--- src/hw/rffe_regs_consts.svh ---
// Register offsets, field positions, reset values and widths of the slave
`ifndef RFFE_REGS_CONSTS_SVH
`define RFFE_REGS_CONSTS_SVH

`define OFS_RF_CONTROL 5'h00
`define OFS_GROUP_ID 5'h1B
`define OFS_POWER_AND_TRIGGER_CONTROL 5'h1C
`define OFS_PART_NUMBER_CODE 5'h1D
`define OFS_MAKER_CODE_LOW 5'h1E
`define OFS_MAKER_CODE_HIGH_AND_SLAVE_ID 5'h1F

`define POWER_STATE_MSB 7
`define POWER_STATE_LSB 6
`define MASK_MSB 5
`define MASK_LSB 3
`define MAKER_HIGH_MSB 5
`define MAKER_HIGH_LSB 4

`define RST_RF_CONTROL 8'h00
`define RST_GROUP_ID 4'h0
`define RST_POWER_STATE 2'h2
`define RST_MASKS 3'h0
`define RST_SLAVE_ID 4'hB
`define POWER_STATE_STARTUP 2'h1

`define CMD_REG_WRITE 3'h2
`define CMD_REG_READ 3'h3
`define BROADCAST_ID 4'h0
`define CMD_FRAME_LAST 4'hC
`define DATA_FRAME_LAST 4'h8

`endif

--- src/hw/rffe_regs_pkg.sv ---
// Types shared by the serial slave logic
`default_nettype none

package rffe_regs_pkg;

  typedef enum logic [2:0] {
    S_IDLE,
    S_CMD,
    S_WDATA,
    S_PARK,
    S_RDATA,
    S_RPARK
  } frame_state_type;

endpackage : rffe_regs_pkg

`default_nettype wire

--- src/hw/rffe_line_sampler.sv ---
// Synchroniser and edge finder for the serial clock and data lines
`timescale 1ns/1ps
`default_nettype none

module rffe_line_sampler (
  input wire logic mclk_i,
  input wire logic rst_n_i,
  input wire logic sclk_i,
  input wire logic sdata_i,
  input wire logic driving_i,
  output logic sclk_rise_o,
  output logic sclk_fall_o,
  output logic sdata_o,
  output logic ssc_o
);

  logic sclk_meta_r;
  logic sclk_sync_r;
  logic sclk_last_r;
  logic sdata_meta_r;
  logic sdata_sync_r;
  logic sdata_last_r;

  // Both lines see the same two-stage delay, so their order is kept
  always_ff @(posedge mclk_i or negedge rst_n_i) begin
    if (!rst_n_i) begin
      sclk_meta_r <= 1'b0;
      sclk_sync_r <= 1'b0;
      sclk_last_r <= 1'b0;
      sdata_meta_r <= 1'b0;
      sdata_sync_r <= 1'b0;
      sdata_last_r <= 1'b0;
    end else begin
      sclk_meta_r <= sclk_i;
      sclk_sync_r <= sclk_meta_r;
      sclk_last_r <= sclk_sync_r;
      sdata_meta_r <= sdata_i;
      sdata_sync_r <= sdata_meta_r;
      sdata_last_r <= sdata_sync_r;
    end
  end

  assign sclk_rise_o = sclk_sync_r && !sclk_last_r;
  assign sclk_fall_o = !sclk_sync_r && sclk_last_r;
  assign sdata_o = sdata_sync_r;
  // Data only moves while the clock is low at a sequence start
  assign ssc_o = !sdata_sync_r && sdata_last_r && !sclk_sync_r &&
                 !sclk_last_r && !driving_i;

endmodule : rffe_line_sampler

`default_nettype wire

--- src/hw/rffe_trigger_regs.sv ---
// Serial control slave with trigger staging and identity registers
`timescale 1ns/1ps
`default_nettype none
`include "rffe_regs_consts.svh"

module rffe_trigger_regs #(
  parameter logic [7:0] PART_NUMBER = 8'hA5,  // Arbitrary value
  parameter logic [9:0] MAKER_CODE = 10'h123,  // Arbitrary value
  parameter int RF_TRIGGER = 0
) (
  input wire logic mclk_i,
  input wire logic resetn_i,
  input wire logic sclk_i,
  input wire logic sdata_i,
  output logic sdata_o,
  output logic sdata_oe_n_o,
  output logic [7:0] rf_control_o,
  output logic [1:0] power_state_o
);

  logic rst_meta_r, rst_n;
  logic sclk_rise, sclk_fall, sdata_s, ssc;
  rffe_regs_pkg::frame_state_type state_r;
  logic [3:0] cnt_r;
  logic [12:0] shift_r;
  logic [4:0] addr_r;
  logic [12:0] frame;
  logic cmd_done, sa_match, wr_fire;
  logic [4:0] wr_addr;
  logic [7:0] wr_data;
  logic [7:0] stage_r;
  logic [2:0] mask_r, mask_nxt;
  logic [3:0] group_id_r, slave_id_r;
  logic pm_reset;

  function automatic logic odd_ok(input logic [12:0] bits);
    odd_ok = ^bits;
  endfunction : odd_ok

  function automatic logic [7:0] reg_read(input logic [4:0] a,
      input logic [7:0] rf, input logic [1:0] pm, input logic [2:0] m,
      input logic [3:0] gid, input logic [3:0] sid);
    unique case (a)
      `OFS_RF_CONTROL: reg_read = rf;
      `OFS_GROUP_ID: reg_read = {4'h0, gid};
      `OFS_POWER_AND_TRIGGER_CONTROL: reg_read = {pm, m, 3'h0};
      `OFS_PART_NUMBER_CODE: reg_read = PART_NUMBER;
      `OFS_MAKER_CODE_LOW: reg_read = MAKER_CODE[7:0];
      `OFS_MAKER_CODE_HIGH_AND_SLAVE_ID:
        reg_read = {2'h0, MAKER_CODE[9:8], sid};
      default: reg_read = 8'h00;
    endcase
  endfunction : reg_read

  always_ff @(posedge mclk_i or negedge resetn_i) begin
    if (!resetn_i) begin
      rst_meta_r <= 1'b0;
      rst_n <= 1'b0;
    end else begin
      rst_meta_r <= 1'b1;
      rst_n <= rst_meta_r;
    end
  end

  // Lines are assumed quiet at power-up and during RF on
  rffe_line_sampler u_lines (
    .mclk_i(mclk_i),
    .rst_n_i(rst_n),
    .sclk_i(sclk_i),
    .sdata_i(sdata_i),
    .driving_i(!sdata_oe_n_o),
    .sclk_rise_o(sclk_rise),
    .sclk_fall_o(sclk_fall),
    .sdata_o(sdata_s),
    .ssc_o(ssc)
  );

  assign frame = {shift_r[11:0], sdata_s};
  // Broadcast reaches only the power and trigger register
  assign sa_match = (frame[12:9] == slave_id_r) ||
      (frame[12:9] == `BROADCAST_ID && frame[8:6] == `CMD_REG_WRITE &&
       frame[5:1] == `OFS_POWER_AND_TRIGGER_CONTROL);
  assign cmd_done = sclk_fall && state_r == rffe_regs_pkg::S_CMD &&
      cnt_r == `CMD_FRAME_LAST && odd_ok(frame) && sa_match;
  assign wr_fire = (cmd_done && frame[8]) ||
      (sclk_fall && state_r == rffe_regs_pkg::S_WDATA &&
       cnt_r == `DATA_FRAME_LAST && odd_ok({4'h0, frame[8:0]}));
  assign wr_addr = (state_r == rffe_regs_pkg::S_CMD) ? `OFS_RF_CONTROL :
      addr_r;
  assign wr_data = (state_r == rffe_regs_pkg::S_CMD) ?
      {1'b0, frame[7:1]} : frame[8:1];
  assign mask_nxt = wr_data[`MASK_MSB:`MASK_LSB];
  assign pm_reset = wr_fire && wr_addr == `OFS_POWER_AND_TRIGGER_CONTROL &&
      wr_data[`POWER_STATE_MSB:`POWER_STATE_LSB] == `POWER_STATE_STARTUP;

  // Frame sequencer; a new start condition aborts any frame except while the slave drives the data line
  always_ff @(posedge mclk_i or negedge rst_n) begin
    if (!rst_n) begin
      state_r <= rffe_regs_pkg::S_IDLE;
      cnt_r <= 4'h0;
      shift_r <= 13'h0000;
      addr_r <= 5'h00;
    end else if (ssc) begin
      state_r <= rffe_regs_pkg::S_CMD;
      cnt_r <= 4'h0;
    end else if (sclk_fall) begin
      unique case (state_r)
        rffe_regs_pkg::S_IDLE: ;
        rffe_regs_pkg::S_CMD: begin
          shift_r <= frame;
          cnt_r <= cnt_r + 4'h1;
          addr_r <= frame[5:1];
          if (cnt_r == `CMD_FRAME_LAST) begin
            cnt_r <= 4'h0;
            if (!cmd_done || frame[8]) begin
              state_r <= rffe_regs_pkg::S_IDLE;
            end else if (frame[8:6] == `CMD_REG_WRITE) begin
              state_r <= rffe_regs_pkg::S_WDATA;
            end else if (frame[8:6] == `CMD_REG_READ &&
                         frame[12:9] == slave_id_r) begin
              state_r <= rffe_regs_pkg::S_PARK;
            end else begin
              state_r <= rffe_regs_pkg::S_IDLE;
            end
          end
        end
        rffe_regs_pkg::S_WDATA: begin
          shift_r <= frame;
          cnt_r <= cnt_r + 4'h1;
          if (cnt_r == `DATA_FRAME_LAST) begin
            state_r <= rffe_regs_pkg::S_IDLE;
          end
        end
        rffe_regs_pkg::S_PARK: begin
          shift_r <= {4'h0, reg_read(addr_r, rf_control_o, power_state_o,
              mask_r, group_id_r, slave_id_r), ~^reg_read(addr_r,
              rf_control_o, power_state_o, mask_r, group_id_r, slave_id_r)};
          state_r <= rffe_regs_pkg::S_RDATA;
        end
        rffe_regs_pkg::S_RDATA: begin
          shift_r <= {shift_r[11:0], 1'b0};
          cnt_r <= cnt_r + 4'h1;
          if (cnt_r == `DATA_FRAME_LAST) begin
            state_r <= rffe_regs_pkg::S_RPARK;
          end
        end
        rffe_regs_pkg::S_RPARK: state_r <= rffe_regs_pkg::S_IDLE;
        default: state_r <= rffe_regs_pkg::S_IDLE;
      endcase
    end
  end

  // Read data is launched on the clock's rising edge, master samples falling
  always_ff @(posedge mclk_i or negedge rst_n) begin
    if (!rst_n) begin
      sdata_o <= 1'b0;
      sdata_oe_n_o <= 1'b1;
    end else if (ssc || state_r == rffe_regs_pkg::S_IDLE) begin
      sdata_o <= 1'b0;
      sdata_oe_n_o <= 1'b1;
    end else if (sclk_rise && state_r == rffe_regs_pkg::S_RDATA) begin
      sdata_o <= shift_r[8];
      sdata_oe_n_o <= 1'b0;
    end else if (sclk_rise && state_r == rffe_regs_pkg::S_RPARK) begin
      sdata_o <= 1'b0;
      sdata_oe_n_o <= 1'b0;
    end else if (sclk_fall && state_r == rffe_regs_pkg::S_RPARK) begin
      sdata_oe_n_o <= 1'b1;
    end
  end

  // Power state, masks and the trigger action
  always_ff @(posedge mclk_i or negedge rst_n) begin
    if (!rst_n) begin
      power_state_o <= `RST_POWER_STATE;
      mask_r <= `RST_MASKS;
      rf_control_o <= `RST_RF_CONTROL;
      stage_r <= `RST_RF_CONTROL;
    end else if (pm_reset) begin
      power_state_o <= `RST_POWER_STATE;
      mask_r <= `RST_MASKS;
      rf_control_o <= `RST_RF_CONTROL;
      stage_r <= `RST_RF_CONTROL;
    end else if (wr_fire && wr_addr == `OFS_POWER_AND_TRIGGER_CONTROL) begin
      power_state_o <= wr_data[`POWER_STATE_MSB:`POWER_STATE_LSB];
      mask_r <= mask_nxt;
      // Trigger bits are never stored, only acted on
      if (wr_data[RF_TRIGGER] && !mask_nxt[RF_TRIGGER]) begin
        rf_control_o <= stage_r;
      end
    end else if (wr_fire && wr_addr == `OFS_RF_CONTROL) begin
      if (&mask_r) begin
        rf_control_o <= wr_data;
      end else begin
        stage_r <= wr_data;
      end
    end
  end

  // Identifier registers; the maker bits in 0x1F are constants
  always_ff @(posedge mclk_i or negedge rst_n) begin
    if (!rst_n) begin
      group_id_r <= `RST_GROUP_ID;
      slave_id_r <= `RST_SLAVE_ID;
    end else if (pm_reset) begin
      group_id_r <= `RST_GROUP_ID;
      slave_id_r <= `RST_SLAVE_ID;
    end else if (wr_fire && wr_addr == `OFS_GROUP_ID) begin
      group_id_r <= wr_data[3:0];
    end else if (wr_fire && wr_addr == `OFS_MAKER_CODE_HIGH_AND_SLAVE_ID) begin
      slave_id_r <= wr_data[3:0];
    end
  end

  property p_mask_store;
    @(posedge mclk_i) disable iff (!rst_n)
    (wr_fire && wr_addr == `OFS_POWER_AND_TRIGGER_CONTROL && !pm_reset)
      |=> mask_r == $past(mask_nxt);
  endproperty
  a_mask_store: assert property (p_mask_store)
    else $error("mask bits not stored from write");

  property p_direct;
    @(posedge mclk_i) disable iff (!rst_n)
    (wr_fire && wr_addr == `OFS_RF_CONTROL && &mask_r)
      |=> rf_control_o == $past(wr_data) && $stable(stage_r);
  endproperty
  a_direct: assert property (p_direct)
    else $error("write with all masks set did not land directly");

  property p_trigger;
    @(posedge mclk_i) disable iff (!rst_n)
    (wr_fire && wr_addr == `OFS_POWER_AND_TRIGGER_CONTROL && !pm_reset &&
     wr_data[RF_TRIGGER] && !mask_nxt[RF_TRIGGER])
      |=> rf_control_o == $past(stage_r);
  endproperty
  a_trigger: assert property (p_trigger)
    else $error("trigger did not move staged value");

  property p_trig_read_zero;
    @(posedge mclk_i) disable iff (!rst_n)
    (sclk_fall && state_r == rffe_regs_pkg::S_PARK &&
     addr_r == `OFS_POWER_AND_TRIGGER_CONTROL) |=> shift_r[3:1] == 3'h0;
  endproperty
  a_trig_read_zero: assert property (p_trig_read_zero)
    else $error("trigger bits read back nonzero");

  property p_maker_low;
    @(posedge mclk_i) disable iff (!rst_n)
    (sclk_fall && state_r == rffe_regs_pkg::S_PARK &&
     addr_r == `OFS_MAKER_CODE_LOW) |=> shift_r[8:1] == MAKER_CODE[7:0];
  endproperty
  a_maker_low: assert property (p_maker_low)
    else $error("maker code low byte wrong");

  property p_maker_high;
    @(posedge mclk_i) disable iff (!rst_n)
    (sclk_fall && state_r == rffe_regs_pkg::S_PARK &&
     addr_r == `OFS_MAKER_CODE_HIGH_AND_SLAVE_ID) |=>
      shift_r[8:5] == {2'h0, MAKER_CODE[9:8]};
  endproperty
  a_maker_high: assert property (p_maker_high)
    else $error("maker code high bits read back wrong");

  property p_pm_reset;
    @(posedge mclk_i) disable iff (!rst_n)
    pm_reset |=> rf_control_o == `RST_RF_CONTROL &&
      slave_id_r == `RST_SLAVE_ID && mask_r == `RST_MASKS &&
      power_state_o == `RST_POWER_STATE;
  endproperty
  a_pm_reset: assert property (p_pm_reset)
    else $error("startup write did not restore defaults");

  property p_masked_trigger;
    @(posedge mclk_i) disable iff (!rst_n)
    (wr_fire && wr_addr == `OFS_POWER_AND_TRIGGER_CONTROL && !pm_reset &&
     wr_data[RF_TRIGGER] && mask_nxt[RF_TRIGGER])
      |=> $stable(rf_control_o) && $stable(stage_r);
  endproperty
  a_masked_trigger: assert property (p_masked_trigger)
    else $error("masked trigger moved staged value");

endmodule : rffe_trigger_regs

`default_nettype wire

--- config.mk ---
export PLATFORM = sky130hd
export DESIGN_NAME = rffe_trigger_regs
export DESIGN_NICKNAME = d
export VERILOG_FILES = /design/src/hw/rffe_regs_pkg.sv /design/src/hw/rffe_line_sampler.sv /design/src/hw/rffe_trigger_regs.sv
export VERILOG_INCLUDE_DIRS = /design/src /design/src/hw
export SDC_FILE = /design/constraint.sdc
export NUM_CORES = 1
export LEC_CHECK = 0
export BUFFER_PORTS_ARGS = -buffer_cell sky130_fd_sc_hd__buf_2
export CORE_MARGIN = 10
export CORE_UTILIZATION = 62
export DETAILED_ROUTE_END_ITERATION = 10
export PLACE_DENSITY = 0.8
export SLEW_MARGIN = 5
export SYNTH_ARGS = -nofsm -noshare
export SYNTH_HDL_FRONTEND = slang
export SYNTH_SLANG_ARGS = --single-unit
--- constraint.sdc ---
create_clock -name mclk_i -period 3.1 [get_ports mclk_i]
set_input_delay 0.31 -clock mclk_i [delete_from_list [all_inputs] [get_ports mclk_i]]
set_output_delay 0.31 -clock mclk_i [all_outputs]
set_load 0.02 [all_outputs]
* Yosys cells after proc, flatten, opt, wreduce, memory -nomap -nowiden
Index checks and enable logic that the tools add are counted.
** Cells by class
- $add $sub $neg :: 1
- Reductions and logical operators :: 63
- Muxes and demuxes :: 45
- Shifts and indexed selects :: 0
- Multipliers :: 0
- Equal/unequal tests :: 28
- Divide/modulo/power cells :: 0
- Order comparisons :: 0
- Bitwise operators :: 1
** Operator list (number)
- 8-bit two-way mux :: 13
- 8-bit one-hot mux with 6 select lines :: 1
- 5-bit == test (second input constant) :: 9
- 12-bit one-hot mux with 3 select lines :: 1
- 4-bit two-way mux :: 8
- 1-bit logical AND :: 26
- 13-bit parity :: 2
- 3-bit two-way mux :: 7
- 3-bit one-hot mux with 5 select lines :: 1
- 3-bit AND reduction :: 5
- 3-bit nonzero test :: 5
- 3-bit by 2-bit == test with 1-bit output (second input constant) :: 4
- 5-bit zero test :: 2
- 2-bit two-way mux :: 5
- 2-bit nonzero test :: 5
- 3-bit by 2-bit inequality test with 1-bit output (second input constant) :: 3
- 4-bit == test (second input constant) :: 2
- 2-bit inequality test (second input constant) :: 4
- 4-bit one-hot mux with 2 select lines :: 1
- 8-bit XNOR reduction :: 1
- 1-bit two-way mux :: 7
- 3-bit == test (second input constant) :: 2
- 1-bit zero test :: 5
- 5-bit two-way mux :: 1
- other kinds (13) :: 18
** Word-level totals
- Memory bits (writable) :: 0
- Input port bits :: 4
- Bits in read-only memories :: 0
- Memories kept :: 0
- Word-level logic and storage cells :: 158
- Register bits after elaboration :: 63
- Output and inout port bits :: 12
- Bits in latches :: 0

* Logic depth before layout (Yosys ltp)
Gate-level depths: netlist (run 1).
- Depth after elaboration :: 13
- Depth in mapped cells :: 11
- Depth with buffers taken out :: 9

* Cells and area by module
From an unflattened synthesis (run 1), not the netlist that was laid out.
** Unflattened totals
- Cells, all modules :: 359
- Area, all modules :: 3460.8 sq um
** Modules (own cells, without submodules)
- rffe_trigger_regs :: area each 3283.1 sq um, seq. area each 1432.6 sq um, instances 1, cells each 349
- rffe_line_sampler :: area each 177.7 sq um, seq. area each 150.1 sq um, instances 1, cells each 10

* Least setup slack after synthesis (run 1)
No wires, ideal clock.
- Path kind :: flip-flop to flip-flop
- Start point :: register shift_r[5]
- End point :: register stage_r[0]
- Cell stages (with the launch flop) :: 11
- Slack :: 557 ps
- Clock period less this slack :: 2543 ps
- Library setup time :: 120 ps
- Data arrival time :: 2424 ps
- Required time :: 2980 ps
- Path buffers :: 1
- Path through :: dfrtp_1 inv_1 ha_1 xor2_1 xnor2_1 xnor2_2 xnor2_1 a31oi_2 or3_1 buf_2 a31o_1
** Between the ends
- Longest elaborated chain between the ends :: 11
- Elaborated cells on any way between the ends :: 19
- Those cells by class :: eq/ne (3); mux (1); reduce/logical (15)
** Ends and longest elaborated chain
- start: declaration :: line rffe_trigger_regs.sv:25 : logic [12:0] shift_r;
- start signal: assignment :: line rffe_trigger_regs.sv:110 : shift_r <= frame;
- start signal: assignment :: line rffe_trigger_regs.sv:128 : shift_r <= frame;
- start signal: assignment :: line rffe_trigger_regs.sv:135 : shift_r <= {4'h0, reg_read(addr_r, rf_control_o, power_state_o,
- 3-bit by 2-bit == test with 1-bit output (no source line)
- 1-bit logical AND (no source line) (2 in series)
- 1-bit logical OR :: line rffe_trigger_regs.sv:80 : assign sa_match = (frame[12:9] == slave_id_r) ||
- 1-bit logical AND :: line rffe_trigger_regs.sv:83 : assign cmd_done = sclk_fall && state_r == rffe_regs_pkg::S_CMD &&
- 1-bit logical AND :: line rffe_trigger_regs.sv:85 : assign wr_fire = (cmd_done && frame[8]) ||
- 1-bit logical OR * :: line rffe_trigger_regs.sv:85
- 1-bit logical AND (no source line) (2 in series)
- 2-bit inequality test (no source line) / 2-bit nonzero test (equally long branches)
- 3-bit AND reduction (no source line)
- end signal: assignment :: line rffe_trigger_regs.sv:178 : stage_r <= `RST_RF_CONTROL;
- end signal: assignment :: line rffe_trigger_regs.sv:183 : stage_r <= `RST_RF_CONTROL;
- end signal: assignment :: line rffe_trigger_regs.sv:195 : stage_r <= wr_data;
- end: declaration :: line rffe_trigger_regs.sv:31 : logic [7:0] stage_r;
Every way passes the cells marked *; elsewhere a longest branch is shown, timed or not.
A chain may end at the register's enable or synchronous reset.

* Final worst setup path (run 1)
- Start point :: register shift_r[5]
- End point :: register stage_r[5]
** Between the ends
- Longest elaborated chain between the ends :: 11
- Elaborated cells on any way between the ends :: 23
- Those cells by class :: eq/ne (3); mux (5); reduce/logical (15)
** Ends and longest elaborated chain (line)
- 3-bit by 2-bit == test with 1-bit output (no source line)
- 1-bit logical AND (no source line) (2 in series)
- 1-bit logical OR :: rffe_trigger_regs.sv:80
- 1-bit logical AND :: rffe_trigger_regs.sv:83
- 1-bit logical AND :: rffe_trigger_regs.sv:85
- 1-bit logical OR :: rffe_trigger_regs.sv:85
- 1-bit logical AND (no source line) (2 in series)
- 2-bit inequality test (no source line) / 2-bit nonzero test (equally long branches)
- 3-bit AND reduction (no source line)
Several ways; a longest one is shown, not always the timed one. The select of a mux whose other input is x is not followed.

==> implementation parameters, run 1 <==
Parameter                              Value

Status
  Run status ... finished, final reports clean

Yosys
  Xor and xnor area share after synthesis ... 0.0695
  Most repeated cell in the gate-level netlist after synthesis ... sky130_fd_sc_hd__dfrtp_1
  Combinational family with the most area after synthesis ... simple AND/OR/NAND/NOR gates
  Post-synthesis cell type with the largest combined area ... sky130_fd_sc_hd__dfrtp_1
  Cells after Synth ... 383
  Ranking of synthesized cells by instance count ... 58 x sky130_fd_sc_hd__dfrtp_1, 42 x sky130_fd_sc_hd__nand2_1, 35 x sky130_fd_sc_hd__o21ai_0
  Fraction of post-synthesis cell area in the top cell type by area ... 0.397
  Yosys warns ... 0
  Adder and majority gate portion of the synthesized area ... 0.0137
  Complex-gate fraction of the synthesized area ... 0.173
  Flops & latches, synth ... 63
  Synthesized-area fraction occupied by and/or/nand/nor cells ... 0.195
  Synth unique cells ... 59
  Synth async-reset ratio ... 1.00
  Total nets after synthesis ... 391
  Cell Area, Synth ... 3660 sq um
  Syn_area_per_cell ... 9.55 sq um
  Predominant post-synthesis flop cell ... sky130_fd_sc_hd__dfrtp_1
  Number of enable-type register cells in the synthesized netlist ... 0
  Cell types with the largest area share after synthesis ... sky130_fd_sc_hd__dfrtp_1 40%, sky130_fd_sc_hd__o21ai_0 4.8%, sky130_fd_sc_hd__nand2_1 4.3%, sky130_fd_sc_hd__mux2_2 3.7%, sky130_fd_sc_hd__dfstp_2 3.6%
  Multiplexer fraction of the synthesized cell area ... 0.0671
  Seq/Total Area, Yosys ... 0.433

Setup path
  Critical Path Max Stage Delay ... 0.57 ns
  Endpoint of the lowest-slack register-to-register path ... stage_r[5]$_DFFE_PN0P_
  Critical Path Sink Type ... register
  Slack of the worst reg-to-reg path ... 0.25 ns
  Most frequent CP cell ... sky130_fd_sc_hd__xnor2_1
  Ordered cell list for the critical path ... inv_1, ha_1, xor2_1, xnor2_1, xnor2_2, xnor2_1, a31oi_2, or3_1, a31o_1
  Startpoint of the lowest-slack register-to-register path ... shift_r[5]$_DFFE_PN0P_
  Worst Reg-to-Reg Cells ... 9
  Kind of launch point of the worst setup path ... register
  Highest net fanout along the worst path ... 9
  Slowest library cell on the worst path ... sky130_fd_sc_hd__or3_1
  Last element of the critical path ... stage_r[5]$_DFFE_PN0P_
  Critical path arrival ... 3.09 ns
  Crit Path Class ... register to register
  Worst EP required ... 3.34 ns
  Start point of the critical path ... shift_r[5]$_DFFE_PN0P_

Cells and area
  Non-filler instance count after layout ... 476
  Area added between synthesis and finish ... 11.0%
  Number of nets at the end of the flow ... 407
  Number of inserted diodes ... 0
  Layout cell share with drive strength beyond 1 ... 0.188

Floorplanning
  Area of the core region ... 5610 sq um
  Cell Rows ... 27
  Area enclosed by the die boundary ... 9370 sq um
  Ports ... 16
  Horiz. Die Dim ... 96.8 microns
  Die extent in y ... 96.8 microns
  Initial Utilization ... 0.652

Clock network
  Post CTS Setup Buffer Count ... 0
  H-tree depth ... 3
  Number of gates given a new drive strength after cts ... 0
  CTS Buf Count ... 9
  Clock-pin slew on the worst setup and hold paths ... 0.06 ns
  Skew-Pair Late Insertion Delay ... 0.36 ns
  Clock tree sinks ... 63
  Number of hold buffers added after cts ... 1
  Max Root-Sink Buffers ... 2
  Clock tree from TritonCTS ... done
  Clock tree root buffer cell ... sky130_fd_sc_hd__clkbuf_8

Timing
  Max-slew headroom at the worst pin ... 0.495
  Upper clock frequency limit ... 351 MHz
  Final period demand of the worst path ... 2.85 ns
  Post-route setup slack ... 0.249 ns
  Final count of hold timing violations ... 0
  Total count of max-transition violations in the final report ... 0
  Number of setup violations in the final report ... 0
  Largest clock skew in the final design ... 0.0108 ns
  Post-route fraction of the period consumed by the critical path ... 0.920
  Slew @ Worst Pin ... 0.758 ns
  Setup repair after global routing missed its margin ... no
  Fin Setup TNS ... 0 ns

GRT
  Gr busiest metal ... met2
  Wire length of the first global-routing pass ... 14.7 mm
  Met1 usage in global routing ... 0.235
  Maximum number of pins on one net before global-route repair ... 36
  M2 GR Usage ... 0.293
  Number of global-route vias before repair ... 2961
  Global routing usage on met3 ... 0.0539
  GRT Resource Usage Total ... 0.190
  GRT Residual Overflow ... 0
  Antenna violations before repair ... 0

Detailed routing
  Total wire length after detailed routing ... 8.86 mm
  Post-route DRC violation count ... 0
  WL/cell ... 18.6 microns
  Count of nets left with antenna violations after detail routing ... 0
  DR iter-0 viols ... 243
  Number of vias in the routed layout ... 3026
  Ratio of routed vias to standard cells ... 6.36
  First-pass DRT Iterations ... 5

Power and ir drop
  Leakage power ... 1.84 nW
  Pwr Total ... 3.38 mW
  Max IR drop VDD ... 0.449 mV
  Power per standard cell area ... 833 nW/um^2

Place
  DP HPWL ... 6.35 mm
  Cells after DPL ... 459
  Post-placement worst setup slack ... 0.333 ns
  Gp weighted congestion ... 0.980
  Port Buffer Count ... 15

Min path
  Min-Delay Startpoint ... sclk_i
  Hold WC Path Type ... primary input to register

Flow run
  Max-capacitance violation count ... 0
## cells in the final DEF (no fill, tap or decap), types with 7 or more instances in the layout
cell and n:
sky130_fd_sc_hd__a311oi_1 7, sky130_fd_sc_hd__dfrtp_1 57, sky130_fd_sc_hd__nand2_1 42, sky130_fd_sc_hd__xnor2_1 12, sky130_fd_sc_hd__mux2i_1 8, sky130_fd_sc_hd__nand3_1 14, sky130_fd_sc_hd__nor3_1 8, sky130_fd_sc_hd__xor2_1 10
sky130_fd_sc_hd__o21ai_0 35, sky130_fd_sc_hd__mux2_2 12, sky130_fd_sc_hd__inv_1 13, sky130_fd_sc_hd__nor2_1 21, sky130_fd_sc_hd__a2bb2oi_1 7, sky130_fd_sc_hd__buf_2 15, sky130_fd_sc_hd__clkbuf_8 10, sky130_fd_sc_hd__buf_4 14
sky130_fd_sc_hd__nor2b_1 8, sky130_fd_sc_hd__a21oi_1 14
## power by group
part	total (mW)	internal, mW	switching, mW	leakage (nW)
Clock	0.873	0.557	0.316	0.118
Sequential	1.20	0.952	0.247	0.800
Combinational	1.31	0.585	0.722	0.925
## area by class of cell
| cell class | count | area (sq um) |
|---|---|---|
| Sequential cell | 63 | 1580 |
| Timing Repair Buffer | 30 | 190 |
| Fill cell | 427 | 1550 |
| Clock inverter | 3 | 90.1 |
| Multi-Input combinational cell | 282 | 1900 |
| Inverter | 13 | 48.8 |
| Tap cell | 72 | 90.1 |
| Clock buffer | 13 | 149 |
## sequential cells by signal, indices dropped and copies added, names as in the netlist, 2 cells and up
| name | flops |
|---|---|
| mask_r | 3 |
| slave_id_r | 4 |
| cnt_r | 4 |
| shift_r | 12 |
| rf_control_o | 8 |
| stage_r | 8 |
| group_id_r | 4 |
| power_state_o | 2 |
| state_r | 3 |
| addr_r | 5 |
## critical path, delay by kind of cell (launching register included)
family | cells | cell delay [ns]
xor+xnor | 4 | 0.88
compound gates | 2 | 0.47
simple gates | 1 | 0.57
fa+ha+maj | 1 | 0.30
flops | 1 | 0.44
buf+inv | 1 | 0.08
## how the worst min path moves through the flow
stage / endpoint / slack [ns] / cells past startpoint
final: u_lines.sclk_meta_r$_DFF_PN0_ / 0.06 / 1
after CTS: u_lines.sclk_meta_r$_DFF_PN0_ / 0.05 / 1
after global placement: rst_meta_r$_DFF_PN0_ / 0.1 / 1
after global routing: u_lines.sclk_meta_r$_DFF_PN0_ / 0.05 / 1
after detailed placement: rst_meta_r$_DFF_PN0_ / 0.1 / 1
after floorplan: rst_meta_r$_DFF_PN0_ / 0.01 / 0
## per-layer routing
layer | wire (microns) | share of wire
met5 | 0 | 0
met4 | 254 | 0.029
met3 | 697 | 0.079
met2 | 4150 | 0.47
met1 | 3750 | 0.42
## metrics by stage
| step | util | area (sq um) | hold slack, ns |
|---|---|---|---|
| 6_report | 0.723 | 4060 | 0.0619 |
| 3_3_place_gp | 0.679 | 3810 | 0.0958 |
| 2_1_floorplan | - | 3660 | 0.0144 |
| 5_1_grt | 0.723 | 4060 | 0.0488 |
| 3_5_place_dp | 0.679 | 3810 | 0.0964 |
| 4_1_cts | 0.723 | 4060 | 0.0514 |
## kinds of logic after synthesis
| kind of cell | count (synthesis) |
|---|---|
| AOI/OAI and AO/OA | 95 |
| xor gates and xnor gates | 25 |
| adders and majority gates | 4 |
| buffers and inverters | 38 |
| DFF | 63 |
| muxes | 22 |
| other | 1 |
| and+or+nand+nor | 135 |
No activity file was read; power rests on OpenSTA's default activity.
==> run 2: changes to the inputs <==
--- a/config.mk
+++ b/config.mk
@@ -9,6 +9,7 @@
 export BUFFER_PORTS_ARGS = -buffer_cell sky130_fd_sc_hd__buf_2
 export CORE_MARGIN = 10
 export CORE_UTILIZATION = 62
+export CTS_BUF_LIST = sky130_fd_sc_hd__clkbuf_16
 export DETAILED_ROUTE_END_ITERATION = 10
 export PLACE_DENSITY = 0.8
 export SLEW_MARGIN = 5
==> implementation parameters, run 2 (synthesis gave the netlist of run 1 again) <==
Parameter                              Value

Power and ir drop
  Design internal power ... 2.31 mW (+10%)
  Leakage power ... 1.90 nW (+2.9%)
  Clk pwr share ... 0.310 (+0.052)
  Switching power total ... 1.32 mW (+2.6%)
  Max IR drop VDD ... 0.539 mV (+20%)
  Sequential cell fraction of total power ... 0.331 (-0.024)
  Power per standard cell area ... 875 nW/um^2 (+5.0%)
  Switching portion of total power ... 0.363 (-0.0171)
  Logic gate share of total power ... 0.359 (-0.028)

Timing
  Post-route fraction of the period consumed by the critical path ... 0.913 (-0.00668)
  Largest clock skew in the final design ... 0.00842 ns (-0.00239 ns)
  Max-slew headroom at the worst pin ... 0.494 (about the same)
  Fin Setup TNS ... 0 ns (unchanged)
  Upper clock frequency limit ... 353 MHz (+0.73%)
  Setup repair after global routing missed its margin ... no
  Number of setup violations in the final report ... 0 (unchanged)
  Final period demand of the worst path ... 2.83 ns (-0.0207 ns)
  Hold slack final ... 0.0910 ns (+0.0291 ns)
  Final count of hold timing violations ... 0 (unchanged)
  Slew @ Worst Pin ... 0.758 ns (+0.000333 ns)
  Total count of max-transition violations in the final report ... 0 (unchanged)

Cells and area
  Number of nets at the end of the flow ... 407 (unchanged)
  Area added between synthesis and finish ... 13.4%
  Register containing the most flip-flops in the final layout ... shift_r
  Number of flip-flops under the largest register name ... 12 (unchanged)
  Number of inserted diodes ... 0 (unchanged)
  Total non-filler cell area in the finished layout ... 4150 sq um (+2.3%)
  Biggest regs ... shift_r x12, rf_control_o x8, stage_r x8
  Leading cell type in the layout, fill and taps excluded ... sky130_fd_sc_hd__dfrtp_1
  Layout cell share with drive strength beyond 1 ... 0.186 (-0.00248)
  Final-layout fill cell count ... 392 (-8.2%)
  Commonest non-fill, non-tap cells in the layout ... 57 x sky130_fd_sc_hd__dfrtp_1, 42 x sky130_fd_sc_hd__nand2_1, 35 x sky130_fd_sc_hd__o21ai_0

GRT
  Number of global-route vias before repair ... 3009 (+1.6%)
  Wire length of the first global-routing pass ... 14.9 mm (+1.7%)
  Maximum number of pins on one net before global-route repair ... 36 (unchanged)
  GRT Residual Overflow ... 0 (unchanged)
  Antenna violations before repair ... 0 (unchanged)
  GRT Resource Usage Total ... 0.191 (+0.000916)

Setup path
  Kind of launch point of the worst setup path ... register
  Critical Path Sink Type ... register
  Slack of the worst reg-to-reg path ... 0.27 ns (+0.02 ns)
  Worst EP required ... 3.31 ns (-0.03 ns)
  Critical path arrival ... 3.04 ns (-0.05 ns)
  Highest net fanout along the worst path ... 9 (unchanged)
  Crit Path Class ... register to register

Floorplanning
  Horiz. Die Dim ... 96.8 microns (unchanged)
  Die extent in y ... 96.8 microns (unchanged)
  Area enclosed by the die boundary ... 9370 sq um (unchanged)
  Area of the core region ... 5610 sq um (unchanged)
  Ports ... 16 (unchanged)
  Initial Utilization ... 0.652 (unchanged)
  Cell Rows ... 27 (unchanged)

Min path
  Hold WC Path Type ... primary input to register

Clock network
  Clock tree root buffer cell ... sky130_fd_sc_hd__clkbuf_16
  Clock tree sinks ... 63 (unchanged)
  H-tree depth ... 3 (unchanged)
  Clock tree from TritonCTS ... done
  Post CTS Setup Buffer Count ... 0 (unchanged)
  Max Root-Sink Buffers ... 2 (unchanged)
  Number of gates given a new drive strength after cts ... 0 (unchanged)
  Clock-pin slew on the worst setup and hold paths ... 0.05 ns (about the same)
  Number of hold buffers added after cts ... 1 (unchanged)
  CTS Buf Count ... 9 (unchanged)
  Skew-Pair Late Insertion Delay ... 0.33 ns (-0.03 ns)

Detailed routing
  WL/cell ... 19.2 microns (+3.4%)
  DR iter-0 viols ... 253 (+4.1%)
  Ratio of routed vias to standard cells ... 6.40 (+0.63%)
  Number of vias in the routed layout ... 3045 (+0.63%)
  First-pass DRT Iterations ... 5 (unchanged)
  Count of nets left with antenna violations after detail routing ... 0 (unchanged)
  Post-route DRC violation count ... 0 (unchanged)
  Total wire length after detailed routing ... 9.16 mm (+3.4%)

Place
  Port Buffer Count ... 15 (unchanged)
  DP HPWL ... 6.35 mm (unchanged)
  Gp weighted congestion ... 0.980 (unchanged)
  Cell area reported after detailed placement ... 3810 sq um (unchanged)

Status
  Run status ... finished, final reports clean

Flow run
  Max-capacitance violation count ... 0 (unchanged)
-- run 2: path summary, 6_finish.rpt --
path / to / startpoint / depth (start not counted)
hold / removal: u_lines.sclk_meta_r$_DFF_PN0_ / sclk_i / 1
hold reg to reg: shift_r[7]$_DFFE_PN0P_ / rst_n$_DFF_PN0_ / 0
setup / recovery: stage_r[5]$_DFFE_PN0P_ / shift_r[5]$_DFFE_PN0P_ / 9
setup reg to reg: stage_r[5]$_DFFE_PN0P_ / shift_r[5]$_DFFE_PN0P_ / 9
min in group asynchronous: rst_n$_DFF_PN0_ / resetn_i / 2
max in group asynchronous: power_state_o[1]$_DFFE_PN1P_ / rst_n$_DFF_PN0_ / 1
-- run 2: area by class of cell --
type	instances	area [sq um]	share of cell area
Multi-Input combinational cell	282	1900	0.459
Sequential cell	63	1580	0.382
Clock buffer	9	225	0.0543
Timing Repair Buffer	30	190	0.0459
Clock inverter	7	105	0.0253
Tap cell	72	90.1	0.0217
Inverter	13	48.8	0.0118
-- run 2: worst max-delay path: stages (launching register included) --
cell	delay, ns
sky130_fd_sc_hd__dfrtp_1	0.43
sky130_fd_sc_hd__inv_1	0.09
sky130_fd_sc_hd__ha_1	0.30
sky130_fd_sc_hd__xor2_1	0.15
sky130_fd_sc_hd__xnor2_1	0.26
sky130_fd_sc_hd__xnor2_2	0.16
sky130_fd_sc_hd__xnor2_1	0.25
sky130_fd_sc_hd__a31oi_2	0.21
sky130_fd_sc_hd__or3_1	0.57
sky130_fd_sc_hd__a31o_1	0.28
-- run 2: per-stage QoR --
stage	total power [mW]	setup slack (ns)	cells	utilization
6_report	3.63	0.270	476	0.740
5_1_grt	3.82	0.0953	476	0.740
4_1_cts	3.62	0.292	476	0.740
3_5_place_dp	2.48	0.333	459	0.679
3_3_place_gp	2.43	0.441	459	0.679
2_1_floorplan	2.17	0.557	383	-
-- run 2: routing by layer --
metal	wire length, microns	up-vias	track usage
met5	0	-	0
met4	376	0	0.0789
met3	669	42	0.0681
met2	4280	124	0.296
met1	3830	1473	0.235
li1	-	1406	-
-- run 2: power by group through the flow --
stage	clock network, mW	logic, mW	registers [mW]
finish	1.12	1.30	1.20
detailed placement	0	1.27	1.20
floorplan	0	1.10	1.07
global route	1.17	1.42	1.22
CTS	1.13	1.30	1.19
global placement	0	1.23	1.20
==> run 3: changes to the inputs <==
--- a/config.mk
+++ b/config.mk
@@ -7,11 +7,13 @@
 export NUM_CORES = 1
 export LEC_CHECK = 0
 export BUFFER_PORTS_ARGS = -buffer_cell sky130_fd_sc_hd__buf_2
+export CELL_PAD_IN_SITES_DETAIL_PLACEMENT = 1
+export CELL_PAD_IN_SITES_GLOBAL_PLACEMENT = 2
 export CORE_MARGIN = 10
-export CORE_UTILIZATION = 62
+export CORE_UTILIZATION = 43
 export CTS_BUF_LIST = sky130_fd_sc_hd__clkbuf_16
 export DETAILED_ROUTE_END_ITERATION = 10
-export PLACE_DENSITY = 0.8
+export PLACE_DENSITY_LB_ADDON = 0.1
 export SLEW_MARGIN = 5
 export SYNTH_ARGS = -nofsm -noshare
 export SYNTH_HDL_FRONTEND = slang
==> implementation parameters, run 3 (synthesis gave the netlist of run 1 again) <==
Parameter                              Value

Status
  Run status ... finished, final reports clean

Floorplanning
  Horiz. Die Dim ... 112 microns (+16%)
  Area enclosed by the die boundary ... 12600 sq um (+34%)
  Area of the core region ... 8260 sq um (+47%)
  Cell Rows ... 33 (+22%)
  Die extent in y ... 112 microns (+16%)
  Initial Utilization ... 0.443 (-0.209)
  Ports ... 16 (unchanged)

Place
  Gp weighted congestion ... 0.835 (-15%)
  Cells after DPL ... 495 (+7.8%)
  DP HPWL ... 7.90 mm (+24%)
  Port Buffer Count ... 15 (unchanged)
  Cell area reported after detailed placement ... 3880 sq um (+2.0%)

Clock network
  CTS Buf Count ... 9 (unchanged)
  Clock tree sinks ... 63 (unchanged)
  Max Root-Sink Buffers ... 2 (unchanged)
  Skew-Pair Late Insertion Delay ... 0.33 ns (about the same)
  Clock tree from TritonCTS ... done
  Clock tree root buffer cell ... sky130_fd_sc_hd__clkbuf_16
  H-tree depth ... 3 (unchanged)
  Clock-pin slew on the worst setup and hold paths ... 0.05 ns (about the same)

Power and ir drop
  Leakage power ... 1.91 nW (+0.62%)
  Switching power total ... 1.37 mW (+3.8%)
  Switching portion of total power ... 0.369 (+0.00590)
  Clk pwr share ... 0.310 (about the same)
  Design internal power ... 2.34 mW (+1.2%)
  Power per standard cell area ... 875 nW/um^2 (about the same)
  Logic gate share of total power ... 0.378 (+0.019)
  Max IR drop VDD ... 0.424 mV (-21%)
  Sequential cell fraction of total power ... 0.311 (-0.020)

Timing
  Post-route fraction of the period consumed by the critical path ... 0.909 (-0.00404)
  Upper clock frequency limit ... 355 MHz (+0.44%)
  Final count of hold timing violations ... 0 (unchanged)
  Max-slew headroom at the worst pin ... 0.504 (+0.00924)
  Slew @ Worst Pin ... 0.745 ns (-0.0139 ns)
  Number of setup violations in the final report ... 0 (unchanged)
  Setup repair after global routing missed its margin ... no
  Final period demand of the worst path ... 2.82 ns (-0.0125 ns)
  Largest clock skew in the final design ... 0.00385 ns (-0.00457 ns)
  Fin Setup TNS ... 0 ns (unchanged)
  Total count of max-transition violations in the final report ... 0 (unchanged)

Detailed routing
  DR iter-0 viols ... 222 (-12%)
  Post-route DRC violation count ... 0 (unchanged)
  WL/cell ... 21.2 microns (+10%)
  Count of nets left with antenna violations after detail routing ... 0 (unchanged)
  Number of vias in the routed layout ... 3002 (-1.4%)
  Ratio of routed vias to standard cells ... 5.86 (-8.3%)
  First-pass DRT Iterations ... 5 (unchanged)
  Total wire length after detailed routing ... 10.9 mm (+19%)

Flow run
  Max-capacitance violation count ... 0 (unchanged)

Min path
  Worst Hold End ... u_lines.sclk_meta_r$_DFF_PN0_
  Min-Delay Startpoint ... sclk_i
  Worst hold path stage count ... 1 (unchanged)
  Hold WC Path Type ... primary input to register

Setup path
  Critical path arrival ... 3.04 ns (about the same)
  Critical Path Max Stage Delay ... 0.44 ns (-0.13 ns)
  Crit Path Class ... register to register
  Slowest library cell on the worst path ... sky130_fd_sc_hd__dfrtp_1
  Slack of the worst reg-to-reg path ... 0.28 ns (about the same)
  Worst Reg-to-Reg Cells ... 9 (unchanged)
  Kind of launch point of the worst setup path ... register
  Most frequent CP cell ... sky130_fd_sc_hd__xnor2_1
  Worst EP required ... 3.32 ns (about the same)
  Ordered cell list for the critical path ... inv_1, ha_1, xor2_1, xnor2_1, xnor2_2, xnor2_1, a31oi_2, nor2_2, mux2_2
  Startpoint of the lowest-slack register-to-register path ... shift_r[5]$_DFFE_PN0P_
  Highest net fanout along the worst path ... 10 (+1)
  Critical Path Sink Type ... register
  Critical path buffers and inverters ... 1 (unchanged)
  Endpoint of the lowest-slack register-to-register path ... rf_control_o[6]$_DFFE_PN0P_
  Family with the most delay on the worst path ... XOR/XNOR gates

GRT
  Antenna violations before repair ... 0 (unchanged)
  Number of global-route vias before repair ... 3065 (+1.9%)
  GRT Residual Overflow ... 0 (unchanged)
  GRT Resource Usage Total ... 0.176 (-0.0154)
  Wire length of the first global-routing pass ... 17.7 mm (+19%)
  Maximum number of pins on one net before global-route repair ... 32 (-11%)

Cells and area
  Area added between synthesis and finish ... 15.8%
  Leading cell type in the layout, fill and taps excluded ... sky130_fd_sc_hd__dfrtp_1
  Commonest non-fill, non-tap cells in the layout ... 57 x sky130_fd_sc_hd__dfrtp_1, 42 x sky130_fd_sc_hd__nand2_1, 35 x sky130_fd_sc_hd__o21ai_0
  Number of flip-flops under the largest register name ... 12 (unchanged)
  Total non-filler cell area in the finished layout ... 4240 sq um (+2.1%)
  Final-layout fill cell count ... 942 (+140%)
  Register Area ... 1580 sq um (unchanged)
  Fin util ... 0.513 (-0.227)
  Biggest regs ... shift_r x12, rf_control_o x8, stage_r x8
  Number of inserted diodes ... 0 (unchanged)
  Layout cell share with drive strength beyond 1 ... 0.201 (+0.0158)
  Number of nets at the end of the flow ... 410 (+0.74%)
  Non-filler instance count after layout ... 512 (+7.6%)
  Register containing the most flip-flops in the final layout ... shift_r
  Multi-input logic area ... 1910 sq um (+0.26%)
run 3: changes by cell type in the layout (fill, tap and decap cells not counted), sizes merged:
| cell | before | now |
|---|---|---|
| inv | 16 | 13 |
| clkinv | 1 | 3 |
| clkinvlp | 0 | 1 |
| buf | 29 | 32 |
run 3: how the worst max path moves through the flow:
stage,startpoint,end,slack [ns],cells after the start
6_report,shift_r[5]$_DFFE_PN0P_,rf_control_o[6]$_DFFE_PN0P_,0.28,9
5_1_grt,shift_r[5]$_DFFE_PN0P_,rf_control_o[6]$_DFFE_PN0P_,0.06,9
4_1_cts,shift_r[5]$_DFFE_PN0P_,stage_r[3]$_DFFE_PN0P_,0.21,9
3_5_place_dp,shift_r[5]$_DFFE_PN0P_,stage_r[3]$_DFFE_PN0P_,0.21,9
3_3_place_gp,shift_r[5]$_DFFE_PN0P_,stage_r[2]$_DFFE_PN0P_,0.34,9
2_1_floorplan,shift_r[5]$_DFFE_PN0P_,stage_r[0]$_DFFE_PN0P_,0.56,10
run 3: power groups by stage:
stage	Clock, mW	Sequential, mW	Combinational, mW
finish	1.15	1.15	1.40
global route	1.21	1.18	1.53
CTS	1.17	1.16	1.41
detailed placement	0	1.17	1.40
global placement	0	1.16	1.36
floorplan	0	1.07	1.10
run 3: cell type report:
cell class / count / share of cell area
multi-input combinational: 282 / 0.451
sequential: 63 / 0.374
clock buffer: 9 / 0.0532
timing repair buffer: 33 / 0.0532
tap: 105 / 0.0310
clock inverter: 7 / 0.0263
inverter: 13 / 0.0115
run 3: per-stage QoR:
stage / hold WS, ns / power, mW / worst slack [ns]
after floorplan: 0.0144 / 2.17 / 0.557
after global placement: 0.0958 / 2.52 / 0.337
after detailed placement: 0.0983 / 2.57 / 0.210
after CTS: 0.0697 / 3.74 / 0.205
after global routing: 0.0741 / 3.93 / 0.0579
final: 0.0794 / 3.71 / 0.282
run 3: layer usage:
metal	routed length [microns]	vias to the layer above	GRT usage	part of all wire
met5	0	-	0	0
met4	135	0	0.0482	0.012
met3	391	11	0.0426	0.036
met2	5100	47	0.268	0.47
met1	5230	1536	0.242	0.48
li1	-	1408	-	-
run 3: repair_timing:
item	CTS	global route
endpoints found under the hold margin	2	0
buffers inserted	0	0
resized for setup	0	1
setup endpoints to repair	0	3
hold buffers	1	0
